## src/pmc_pkg.sv

```systemverilog
// Package of register map, field layout and mode codes for the power block.
package pmc_pkg;
    // ========================================
    // Register byte offsets on the APB.
    localparam logic [7:0] OFS_PWR_A = 8'h00;
    localparam logic [7:0] OFS_PWR_B = 8'h04;
    localparam logic [7:0] OFS_REG_CTL = 8'h08;
    localparam logic [7:0] OFS_CLK_SEL = 8'h0C;
    localparam logic [7:0] OFS_PCLK_EN = 8'h10;
    localparam logic [7:0] OFS_STATUS = 8'h14;
    // ========================================
    // Field positions.
    localparam int IDLE_BIT = 0;
    localparam int STOP_BIT = 1;
    localparam int SUSPEND_BIT = 0;
    localparam int SNOOZE_BIT = 1;
    localparam int DEPTH_BIT = 0;
    localparam int SRC_LSB = 0;
    localparam int DIV_LSB = 4;
    localparam int PRESCALE_BIT = 8;
    localparam int CAUSE_LSB = 8;
    // ========================================
    // Clock source codes.
    localparam logic [1:0] SRC_FAST_A = 2'h0;
    localparam logic [1:0] SRC_FAST_B = 2'h1;
    localparam logic [1:0] SRC_SLOW = 2'h2;
    localparam logic [1:0] SRC_EXT = 2'h3;
    // ========================================
    // Reset values: divide code 3 gives a divide by 8.
    localparam logic [1:0] SRC_RST = SRC_FAST_A;
    localparam logic [2:0] DIV_RST = 3'h3;
    localparam logic [7:0] PCLK_RST = 8'hFF;
    // Peripheral enables kept alive from the slow clock (timers 3 and 4).
    localparam logic [7:0] TIMER34_MASK = 8'h18;
    // Number of wake sources in the low-power modes.
    localparam int WAKE_N = 6;
    // Synchronised input count and their positions.
    localparam int SYNC_N = 9;
    localparam int IN_CMP0 = 4;
    localparam int IN_PIN_N = 6;
    localparam int IN_POR = 7;
    localparam int IN_RST = 8;
    localparam logic [8:0] SYNC_RST = 9'h040;
    // ========================================
    // Power modes.
    typedef enum logic [2:0] {
        MODE_NORMAL = 3'b000,
        MODE_IDLE = 3'b001,
        MODE_SUSPEND = 3'b010,
        MODE_SNOOZE = 3'b011,
        MODE_STOP = 3'b100,
        MODE_SHUTDOWN = 3'b101
    } pmc_mode_e;
endpackage : pmc_pkg

```

## src/pmc_power_mode_ctrl.sv

```systemverilog
// Power-mode sequencer and system clock control with an APB register file.
//
// How it works
// - Normal: core clock and all enabled peripheral clocks run.
// - Idle bit halts core; interrupt resumes it.
// - Suspend/snooze stop core, peripherals, fast oscillators.
// - Timers 3 and 4 may run from slow.
// - Suspend keeps regulator in normal bias.
// - Snooze bit entered; regulator drops to low bias.
// - Six listed events end suspend and snooze.
// - Stop powers nets down; any reset exits.
// - Shutdown exits only on pin or power-on reset.
// - Unused peripheral clocks are gated off.
// - Reset clock: fast oscillator A divided by 8.
// - Source: fast A, fast B, slow, external.
// - Divider by 1 to 128 in powers of two.
// - Fast sources offer a 1.5x prescaler.
//
// Design decisions made here: register access over APB and the address map.
module pmc_power_mode_ctrl (
    input wire logic core_clk,
    input wire logic sys_rst,
    input wire logic psel,
    input wire logic penable,
    input wire logic pwrite,
    input wire logic [7:0] paddr,
    input wire logic [31:0] pwdata,
    output logic [31:0] prdata,
    output logic pready,
    output logic pslverr,
    input wire logic coreIrq,
    input wire logic timer4Evt,
    input wire logic spiActive,
    input wire logic i2cSlaveActive,
    input wire logic portMatch,
    input wire logic cmp0Out,
    input wire logic cluIrqEvt,
    input wire logic resetPinN,
    input wire logic porReset,
    input wire logic otherResetReq,
    output logic coreClkEn,
    output logic [7:0] periphClkEn,
    output logic timer34OnSlow,
    output logic fastOscAEn,
    output logic fastOscBEn,
    output logic slowOscEn,
    output logic extClkEn,
    output logic regLowBias,
    output logic powerNetsOn,
    output logic pinRetain,
    output logic [1:0] sysClkSrc,
    output logic [2:0] sysClkDiv,
    output logic preScaleEn,
    output logic [2:0] modeState
);
    // ========================================
    // Helpers.

    // True in the two clock-stopped modes that keep their power.
    function automatic logic isLowMode(input pmc_pkg::pmc_mode_e m);
        return (m == pmc_pkg::MODE_SUSPEND) || (m == pmc_pkg::MODE_SNOOZE);
    endfunction : isLowMode

    // True in the two modes that drop all internal power.
    function automatic logic isOffMode(input pmc_pkg::pmc_mode_e m);
        return (m == pmc_pkg::MODE_STOP) || (m == pmc_pkg::MODE_SHUTDOWN);
    endfunction : isOffMode

    // ========================================
    // State.
    pmc_pkg::pmc_mode_e mode_ff; // Current power mode.
    pmc_pkg::pmc_mode_e nxt_mode; // Mode for the next cycle.
    logic idleReq_ff; // Idle request bit.
    logic stopReq_ff; // Stop request bit.
    logic suspendReq_ff; // Suspend request bit.
    logic snoozeReq_ff; // Snooze request bit.
    logic stopDepth_ff; // Stop depth select.
    logic [1:0] clkSrc_ff; // Selected clock source.
    logic [2:0] clkDiv_ff; // Divider exponent.
    logic preScale_ff; // 1.5x prescaler request.
    logic [7:0] periphEn_ff; // Per-peripheral clock enables.
    logic [5:0] wakeCause_ff; // Sources of the last low-mode wake.
    logic cmp0Prev_ff; // Filtered comparator level, one cycle old.
    logic [pmc_pkg::SYNC_N-1:0] syncIn; // Filtered outside inputs.
    logic [5:0] wakeSrc; // Wake sources this cycle.
    logic wakeLow; // Wake from suspend or snooze.
    logic wakeIdle; // Wake from idle.
    logic hardRst; // Pin or power-on reset.
    logic softRst; // Reset source that restores defaults.
    logic apbAccess; // Access phase waiting for ready.
    logic apbDone; // Transfer completes at this edge.
    logic [31:0] rdMux; // Read data for the current address.
    logic addrOk; // Address is mapped.

    // ========================================
    // Input synchronisers for pins and other-domain events.
    pmc_sync3 #(
        .W(pmc_pkg::SYNC_N),
        .RST_VAL(pmc_pkg::SYNC_RST)
    ) u_sync (
        .core_clk(core_clk),
        .sys_rst(sys_rst),
        .din({otherResetReq, porReset, resetPinN, cluIrqEvt, cmp0Out,
              portMatch, i2cSlaveActive, spiActive, timer4Evt}),
        .dout(syncIn)
    );

    // Comparator history for the falling edge.
    always_ff @(posedge core_clk or posedge sys_rst) begin
        if (sys_rst) begin
            cmp0Prev_ff <= 1'b0;
        end else begin
            cmp0Prev_ff <= syncIn[pmc_pkg::IN_CMP0];
        end
    end

    // Wake and reset decode.
    always_comb begin
        wakeSrc = syncIn[5:0];
        // Only the comparator's falling edge counts.
        wakeSrc[pmc_pkg::IN_CMP0] = cmp0Prev_ff && !syncIn[pmc_pkg::IN_CMP0];
        wakeLow = isLowMode(mode_ff) && (|wakeSrc);
        wakeIdle = (mode_ff == pmc_pkg::MODE_IDLE) && coreIrq;
        hardRst = !syncIn[pmc_pkg::IN_PIN_N] || syncIn[pmc_pkg::IN_POR];
        // Shutdown ignores every reset but pin and power-on.
        if (mode_ff == pmc_pkg::MODE_SHUTDOWN) begin
            softRst = hardRst;
        end else begin
            softRst = hardRst || syncIn[pmc_pkg::IN_RST];
        end
    end

    // ========================================
    // APB slave: ready comes one cycle into the access phase.
    assign apbAccess = psel && penable && !pready;
    assign apbDone = psel && penable && pready;

    // Read decode; unmapped addresses read zero with an error.
    always_comb begin
        rdMux = 32'h0000_0000;
        addrOk = 1'b1;
        unique case (paddr)
            pmc_pkg::OFS_PWR_A: begin
                rdMux[pmc_pkg::IDLE_BIT] = idleReq_ff;
                rdMux[pmc_pkg::STOP_BIT] = stopReq_ff;
            end
            pmc_pkg::OFS_PWR_B: begin
                rdMux[pmc_pkg::SUSPEND_BIT] = suspendReq_ff;
                rdMux[pmc_pkg::SNOOZE_BIT] = snoozeReq_ff;
            end
            pmc_pkg::OFS_REG_CTL: begin
                rdMux[pmc_pkg::DEPTH_BIT] = stopDepth_ff;
            end
            pmc_pkg::OFS_CLK_SEL: begin
                rdMux[pmc_pkg::SRC_LSB +: 2] = clkSrc_ff;
                rdMux[pmc_pkg::DIV_LSB +: 3] = clkDiv_ff;
                rdMux[pmc_pkg::PRESCALE_BIT] = preScale_ff;
            end
            pmc_pkg::OFS_PCLK_EN: begin
                rdMux[7:0] = periphEn_ff;
            end
            pmc_pkg::OFS_STATUS: begin
                rdMux[2:0] = mode_ff;
                rdMux[pmc_pkg::CAUSE_LSB +: 6] = wakeCause_ff;
            end
            default: begin
                addrOk = 1'b0;
            end
        endcase
    end

    // Bus answer registers.
    always_ff @(posedge core_clk or posedge sys_rst) begin
        if (sys_rst) begin
            pready <= 1'b0;
            pslverr <= 1'b0;
            prdata <= 32'h0000_0000;
        end else begin
            pready <= apbAccess;
            pslverr <= apbAccess && !addrOk;
            if (apbAccess && !pwrite) begin
                prdata <= rdMux;
            end
        end
    end

    // ========================================
    // Control registers. A reset source restores defaults; a wake
    // clears the idle request, or both the suspend and snooze requests.
    always_ff @(posedge core_clk or posedge sys_rst) begin
        if (sys_rst) begin
            idleReq_ff <= 1'b0;
            stopReq_ff <= 1'b0;
            suspendReq_ff <= 1'b0;
            snoozeReq_ff <= 1'b0;
            stopDepth_ff <= 1'b0;
            clkSrc_ff <= pmc_pkg::SRC_RST;
            clkDiv_ff <= pmc_pkg::DIV_RST;
            preScale_ff <= 1'b0;
            periphEn_ff <= pmc_pkg::PCLK_RST;
        end else if (softRst) begin
            idleReq_ff <= 1'b0;
            stopReq_ff <= 1'b0;
            suspendReq_ff <= 1'b0;
            snoozeReq_ff <= 1'b0;
            stopDepth_ff <= 1'b0;
            clkSrc_ff <= pmc_pkg::SRC_RST;
            clkDiv_ff <= pmc_pkg::DIV_RST;
            preScale_ff <= 1'b0;
            periphEn_ff <= pmc_pkg::PCLK_RST;
        end else begin
            if (apbDone && pwrite) begin
                unique case (paddr)
                    pmc_pkg::OFS_PWR_A: begin
                        idleReq_ff <= pwdata[pmc_pkg::IDLE_BIT];
                        stopReq_ff <= pwdata[pmc_pkg::STOP_BIT];
                    end
                    pmc_pkg::OFS_PWR_B: begin
                        suspendReq_ff <= pwdata[pmc_pkg::SUSPEND_BIT];
                        snoozeReq_ff <= pwdata[pmc_pkg::SNOOZE_BIT];
                    end
                    pmc_pkg::OFS_REG_CTL: begin
                        stopDepth_ff <= pwdata[pmc_pkg::DEPTH_BIT];
                    end
                    pmc_pkg::OFS_CLK_SEL: begin
                        clkSrc_ff <= pwdata[pmc_pkg::SRC_LSB +: 2];
                        clkDiv_ff <= pwdata[pmc_pkg::DIV_LSB +: 3];
                        preScale_ff <= pwdata[pmc_pkg::PRESCALE_BIT];
                    end
                    pmc_pkg::OFS_PCLK_EN: begin
                        periphEn_ff <= pwdata[7:0];
                    end
                    default: begin
                    end
                endcase
            end
            if (wakeIdle) begin
                idleReq_ff <= 1'b0;
            end
            if (wakeLow) begin
                suspendReq_ff <= 1'b0;
                snoozeReq_ff <= 1'b0;
            end
        end
    end

    // Wake cause capture for firmware to read.
    always_ff @(posedge core_clk or posedge sys_rst) begin
        if (sys_rst) begin
            wakeCause_ff <= 6'h00;
        end else if (wakeLow) begin
            wakeCause_ff <= wakeSrc;
        end
    end

    // ========================================
    // Mode sequencer. Stop outranks snooze, then suspend, then idle.
    // Firmware is trusted to have moved to fast oscillator A already.
    always_comb begin
        nxt_mode = mode_ff;
        unique case (mode_ff)
            pmc_pkg::MODE_NORMAL: begin
                if (stopReq_ff && stopDepth_ff) begin
                    nxt_mode = pmc_pkg::MODE_SHUTDOWN;
                end else if (stopReq_ff) begin
                    nxt_mode = pmc_pkg::MODE_STOP;
                end else if (snoozeReq_ff) begin
                    nxt_mode = pmc_pkg::MODE_SNOOZE;
                end else if (suspendReq_ff) begin
                    nxt_mode = pmc_pkg::MODE_SUSPEND;
                end else if (idleReq_ff) begin
                    nxt_mode = pmc_pkg::MODE_IDLE;
                end
            end
            pmc_pkg::MODE_IDLE: begin
                if (wakeIdle) begin
                    nxt_mode = pmc_pkg::MODE_NORMAL;
                end
            end
            pmc_pkg::MODE_SUSPEND, pmc_pkg::MODE_SNOOZE: begin
                if (wakeLow) begin
                    nxt_mode = pmc_pkg::MODE_NORMAL;
                end
            end
            pmc_pkg::MODE_STOP, pmc_pkg::MODE_SHUTDOWN: begin
                if (softRst) begin
                    nxt_mode = pmc_pkg::MODE_NORMAL;
                end
            end
            default: begin
                nxt_mode = pmc_pkg::MODE_NORMAL;
            end
        endcase
        // Any active reset source wins over a pending entry.
        if (softRst) begin
            nxt_mode = pmc_pkg::MODE_NORMAL;
        end
    end

    always_ff @(posedge core_clk or posedge sys_rst) begin
        if (sys_rst) begin
            mode_ff <= pmc_pkg::MODE_NORMAL;
        end else begin
            mode_ff <= nxt_mode;
        end
    end

    // ========================================
    // Clock, oscillator and regulator controls, registered from the
    // next mode so they change in the same cycle as the mode itself.
    always_ff @(posedge core_clk or posedge sys_rst) begin
        if (sys_rst) begin
            coreClkEn <= 1'b1;
            periphClkEn <= pmc_pkg::PCLK_RST;
            timer34OnSlow <= 1'b0;
            fastOscAEn <= 1'b1;
            fastOscBEn <= 1'b0;
            slowOscEn <= 1'b0;
            extClkEn <= 1'b0;
            regLowBias <= 1'b0;
            powerNetsOn <= 1'b1;
            pinRetain <= 1'b0;
            modeState <= pmc_pkg::MODE_NORMAL;
        end else begin
            modeState <= nxt_mode;
            // Core runs only in Normal.
            coreClkEn <= (nxt_mode == pmc_pkg::MODE_NORMAL);
            if (isLowMode(nxt_mode)) begin
                // Only timers 3 and 4 keep a clock, from the slow one.
                periphClkEn <= periphEn_ff & pmc_pkg::TIMER34_MASK;
            end else if (isOffMode(nxt_mode)) begin
                periphClkEn <= 8'h00;
            end else begin
                periphClkEn <= periphEn_ff;
            end
            timer34OnSlow <= isLowMode(nxt_mode);
            // Fast oscillators stop in every sleeping mode but Idle.
            fastOscAEn <= !isLowMode(nxt_mode) && !isOffMode(nxt_mode)
                && (clkSrc_ff == pmc_pkg::SRC_FAST_A);
            fastOscBEn <= !isLowMode(nxt_mode) && !isOffMode(nxt_mode)
                && (clkSrc_ff == pmc_pkg::SRC_FAST_B);
            slowOscEn <= !isOffMode(nxt_mode)
                && ((clkSrc_ff == pmc_pkg::SRC_SLOW) || isLowMode(nxt_mode));
            extClkEn <= !isLowMode(nxt_mode) && !isOffMode(nxt_mode)
                && (clkSrc_ff == pmc_pkg::SRC_EXT);
            regLowBias <= (nxt_mode == pmc_pkg::MODE_SNOOZE);
            powerNetsOn <= !isOffMode(nxt_mode);
            pinRetain <= isOffMode(nxt_mode);
        end
    end

    // System clock selection; the prescaler applies to fast sources only.
    always_ff @(posedge core_clk or posedge sys_rst) begin
        if (sys_rst) begin
            sysClkSrc <= pmc_pkg::SRC_RST;
            sysClkDiv <= pmc_pkg::DIV_RST;
            preScaleEn <= 1'b0;
        end else begin
            sysClkSrc <= clkSrc_ff;
            sysClkDiv <= clkDiv_ff;
            preScaleEn <= preScale_ff
                && ((clkSrc_ff == pmc_pkg::SRC_FAST_A)
                || (clkSrc_ff == pmc_pkg::SRC_FAST_B));
        end
    end

    // ========================================
    // Assertions.
    AST_NORMAL_CLK: assert property (@(posedge core_clk) disable iff (sys_rst)
        $rose(modeState == pmc_pkg::MODE_NORMAL) |-> coreClkEn)
        else $error("core clock off in normal mode");
    AST_IDLE_WAKE: assert property (@(posedge core_clk) disable iff (sys_rst)
        (mode_ff == pmc_pkg::MODE_IDLE && coreIrq && !softRst)
        |=> (mode_ff == pmc_pkg::MODE_NORMAL) && !idleReq_ff)
        else $error("idle not left on interrupt");
    AST_IDLE_CLK: assert property (@(posedge core_clk) disable iff (sys_rst)
        (mode_ff == pmc_pkg::MODE_IDLE) |-> !coreClkEn
        && periphClkEn == periphEn_ff)
        else $error("idle clocks wrong");
    AST_LOW_OSC: assert property (@(posedge core_clk) disable iff (sys_rst)
        isLowMode(mode_ff) |-> !fastOscAEn && !fastOscBEn
        && !coreClkEn)
        else $error("fast clock running while asleep");
    AST_LOW_TIMER: assert property (@(posedge core_clk) disable iff (sys_rst)
        isLowMode(mode_ff) |-> slowOscEn && timer34OnSlow
        && (periphClkEn & ~pmc_pkg::TIMER34_MASK) == 8'h00)
        else $error("non-timer clock running while asleep");
    AST_BIAS: assert property (@(posedge core_clk) disable iff (sys_rst)
        regLowBias == (mode_ff == pmc_pkg::MODE_SNOOZE))
        else $error("regulator bias does not follow mode");
    AST_LOW_WAKE: assert property (@(posedge core_clk) disable iff (sys_rst)
        wakeLow |=> (mode_ff == pmc_pkg::MODE_NORMAL) && !suspendReq_ff
        && !snoozeReq_ff ##1 coreClkEn)
        else $error("low mode not left on wake");
    AST_STOP_ENTRY: assert property (@(posedge core_clk) disable iff (sys_rst)
        (mode_ff == pmc_pkg::MODE_NORMAL && stopReq_ff && !softRst)
        |=> mode_ff == (stopDepth_ff ? pmc_pkg::MODE_SHUTDOWN
        : pmc_pkg::MODE_STOP))
        else $error("stop depth not honoured");
    AST_OFF_NETS: assert property (@(posedge core_clk) disable iff (sys_rst)
        isOffMode(mode_ff) |-> !powerNetsOn && pinRetain)
        else $error("power nets on in stop");
    AST_SHUT_HOLD: assert property (@(posedge core_clk) disable iff (sys_rst)
        (mode_ff == pmc_pkg::MODE_SHUTDOWN && !hardRst)
        |=> mode_ff == pmc_pkg::MODE_SHUTDOWN)
        else $error("shutdown left without pin or power-on reset");
endmodule : pmc_power_mode_ctrl

```

## src/pmc_sync3.sv

```systemverilog
// Three-stage input synchroniser with an agreement filter.
module pmc_sync3 #(
    parameter int W = 1,
    parameter logic [W-1:0] RST_VAL = '0
) (
    input wire logic core_clk,
    input wire logic sys_rst,
    input wire logic [W-1:0] din,
    output logic [W-1:0] dout
);
    // ========================================
    // Stages; the first is read only by the second.
    logic [W-1:0] stg1_ff;
    logic [W-1:0] stg2_ff;
    logic [W-1:0] stg3_ff;

    // The chain shifts on every rising edge.
    always_ff @(posedge core_clk or posedge sys_rst) begin
        if (sys_rst) begin
            stg1_ff <= RST_VAL;
            stg2_ff <= RST_VAL;
            stg3_ff <= RST_VAL;
        end else begin
            stg1_ff <= din;
            stg2_ff <= stg1_ff;
            stg3_ff <= stg2_ff;
        end
    end

    // A bit changes only once stages two and three agree, so a glitch
    // shorter than two cycles is not passed on.
    always_ff @(posedge core_clk or posedge sys_rst) begin
        if (sys_rst) begin
            dout <= RST_VAL;
        end else begin
            for (int i = 0; i < W; i++) begin
                if (stg2_ff[i] == stg3_ff[i]) begin
                    dout[i] <= stg3_ff[i];
                end
            end
        end
    end
endmodule : pmc_sync3

```

## config.mk

```make
export PLATFORM = sky130hd
export DESIGN_NAME = pmc_power_mode_ctrl
export DESIGN_NICKNAME = d
export VERILOG_FILES = /design/src/pmc_pkg.sv /design/src/pmc_power_mode_ctrl.sv /design/src/pmc_sync3.sv
export SDC_FILE = /design/constraint.sdc
export NUM_CORES = 1
export LEC_CHECK = 0
export ABC_AREA = 1
export BUFFER_PORTS_ARGS = -buffer_cell sky130_fd_sc_hd__buf_2
export CORE_AREA = 2 2 105 107
export DETAILED_ROUTE_END_ITERATION = 12
export DIE_AREA = 0 0 107 109
export PLACE_DENSITY = 0.67
export SETUP_SLACK_MARGIN = 0.5
export SYNTH_ARGS = -nofsm -noshare
export SYNTH_HDL_FRONTEND = slang
export SYNTH_HIERARCHICAL = 1
export SYNTH_SLANG_ARGS = --single-unit
```

## constraint.sdc

```tcl
create_clock -name core_clk -period 2.7 [get_ports core_clk]
set_input_delay 0.27 -clock core_clk [delete_from_list [all_inputs] [get_ports core_clk]]
set_output_delay 0.27 -clock core_clk [all_outputs]
set_load 0.01 [all_outputs]
```

==> impl_metrics.json <==
{
  "cp-end-kind": "register",
  "rr_startpoint": "modeState[0]",
  "power_density_mw_per_mm2": 609,
  "synth_compound_area_share_pct": 6.96,
  "setup_viol": 0,
  "drive_above_1_share_pct": 25.4,
  "io_pins": 115,
  "htreeDepth": 3,
  "cts_root_buffer": "clkbuf_8",
  "hold_viol": 0,
  "maxSlewViolCount": 0,
  "final_nets": 574,
  "insertion_delay_ns": 0.37,
  "max_clock_freq_ghz": 0.571,
  "synthAdderAreaFrac_pct": 0,
  "cts_tree": "yes",
  "gp_congestion": 0.815,
  "synth_xor_area_share_pct": 0,
  "wl_met1_mm": 3.76,
  "die_w_um": 107,
  "synth-simple-area-share_pct": 19.6,
  "grt_max_degree": 69,
  "antenna_found_initial": 0,
  "critPathKind": "register to register",
  "overflow": 0,
  "post-cts-setup-buffer-count": 0,
  "place_area_mm2": 0.00458,
  "finalSetupTns_ns": 0,
  "synth.distinct_cells": 27,
  "via_per_inst": 4.61,
  "cp_data_arrival_time_ns": 2.05,
  "grt_usage_pct": 15.4,
  "dp_hpwl_mm": 5.93,
  "vias": 3064,
  "crit_path_max_fanout": 15,
  "cts.clk_slew.worst_paths_ns": 0.11,
  "cap_violations": 0,
  "syn_area_mm2": 0.00413,
  "ys_ff_latch": 104,
  "highest_layer": "met4",
  "fp.dieH_um": 109,
  "synth_area_leaders": "dfrtp_1 47%, dfstp_2 17%, nand2_1 8.1%",
  "synth_top_family_by_area": "simple AND/OR/NAND/NOR gates",
  "design_area_mm2": 0.00488,
  "status": "finished, final reports clean",
  "yosysMostFrequentCell": "nand2_1",
  "netlist.top_cell.by_area": "dfrtp_1",
  "synthCells": 429,
  "maxSlewHeadroom_pct": 44.0,
  "routed_wl_mm": 8.43,
  "grt_pass1_vias": 2921,
  "synthMuxAreaShare_pct": 0,
  "ys_warn_count": 6,
  "start_util_pct": 39.0,
  "cts_buffer_depth": 2,
  "period_minus_slack_ns": 1.75,
  "hold_path_startpoint": "pwdata[3]",
  "start_kind": "register",
  "dr.pass1.iters": 4,
  "vdd_drop_max_mv": 0.344,
  "fp.dieArea_mm2": 0.0117,
  "fillerInstances": 1033,
  "yosys.area.top_type_share_pct": 46.6,
  "fin_skew_ns": 0.0124,
  "syn2layout_area_growth_pct": 18.0,
  "antenna_left": 0,
  "synth_edf_count": 0,
  "required_ns": 3.00,
  "port_buffers": 73,
  "rows": 38,
  "cts_sinks": 104,
  "wl_per_cell_um": 12.7,
  "drt_iter0_drc": 236,
  "synth_common_cells": "89 x nand2_1, 77 x dfrtp_1, 54 x inv_1, 53 x nor2_1, 28 x nand3_1",
  "wl_met2_mm": 4.01,
  "grt_first_pass_wirelength_mm": 13.8,
  "hold_path.class": "input pin to register",
  "rsz0062_at_grt": "false",
  "core-area_mm2": 0.0106,
  "async_flop_share_pct": 100,
  "min_period_over_period_pct": 64.8,
  "synth-seq-area-share_pct": 63.8,
  "tightest_slew_ns": 0.840,
  "numCtsBuffers": 9,
  "synth_flop_cell": "dfrtp_1",
  "n_antenna_cell": 0,
  "crit_path_start": "modeState[0]",
  "post-route-drc-count": 0,
  "wl_met3_um": 558,
  "p_leak_nw": 2.54,
  "synth.avg_cell_area_um2": 9.63
}
layer usage:
| metal | GRT usage, % | vias to the layer above |
|---|---|---|
| li1 | - | 1491 |
| met1 | 20.1 | 1470 |
| met2 | 24.8 | 94 |
| met3 | 5.02 | 9 |
| met4 | 4.27 | 0 |
| met5 | 0 | - |
path summary, 6_finish.rpt:
check	depth (start not counted)	slack (ns)	end
max	9	0.95	coreClkEn
min	3	0.16	periphEn_ff[3]
max reg2reg	9	0.95	coreClkEn
min reg2reg	0	0.36	u_sync/stg2_ff[8]
max in group asynchronous	4	1.46	idleReq_ff
min in group asynchronous	3	0.46	u_sync/stg3_ff[8]
critical path: stages, from the launching register on:
cell      delay, ns
dfrtp_1        0.48
inv_2          0.09
nor2_2         0.04
nand2_1        0.09
nand2_2        0.07
nand2_4        0.17
clkinv_4       0.18
nand2_2        0.18
nand2_2        0.19
a21oi_1        0.17
cell usage in the layout (no fill, tap or decap), types with 10 or more instances in the layout:
cell	n
conb_1	18
buf_2	73
inv_1	53
dfstp_2	27
o21ai_0	24
nand2_1	89
nand3_1	28
dlygate4sd3_1	10
a21oi_1	14
nor2_1	53
dfrtp_1	77
kinds of logic (layout without fill, tap and decap cells):
kind of cell | count (synthesis) | after routing
AND/OR/NAND/NOR | 190 | 190
flip-flops | 104 | 104
buffers and inverters | 80 | 158
AO/OA/AOI/OAI | 54 | 54
other | 1 | 18
where the power goes:
group          switching [mW]  internal [mW]
sequential             0.0480           1.68
combinational           0.185          0.102
clock                   0.587          0.361
total                   0.821           2.15
state kept, by name (all words and copies together) (netlist names), 2 cells and up:
register	cells
clkSrc_ff	2
u_sync/stg2_ff	9
clkDiv_ff	3
u_sync/dout	9
u_sync/stg3_ff	9
prdata	14
sysClkSrc	2
periphEn_ff	8
u_sync/stg1_ff	9
wakeCause_ff	6
periphClkEn	8
sysClkDiv	3
modeState	3
what timing repair did:
action	4_1_cts	5_1_grt
hold buffers	10	0
hold endpoints to repair	17	0
endpoints found under the setup margin	0	0
resized for setup	0	0
cell type report:
class | count | area (um^2) | area share, %
sequential | 104 | 2640 | 54.1
multi-input combinational | 262 | 1170 | 23.9
timing repair buffer | 86 | 488 | 10.0
inverter | 56 | 215 | 4.41
tap | 140 | 175 | 3.59
clock buffer | 9 | 124 | 2.54
clock inverter | 7 | 72.6 | 1.49
stage by stage:
stage               utilization [%]  setup WS, ns  total power, mW  std cells  hold WS (ns)
finish                         46.0         0.949             2.97        664         0.156
global placement               43.2          1.00             2.03        638         0.313
global route                   46.0         0.766             3.14        664         0.147
floorplan                         -         0.757             1.96        446         0.274
CTS                            46.0         0.948             3.01        664         0.139
detailed placement             43.2         0.969             2.04        638         0.322
No activity file was read; power rests on OpenSTA's default activity.
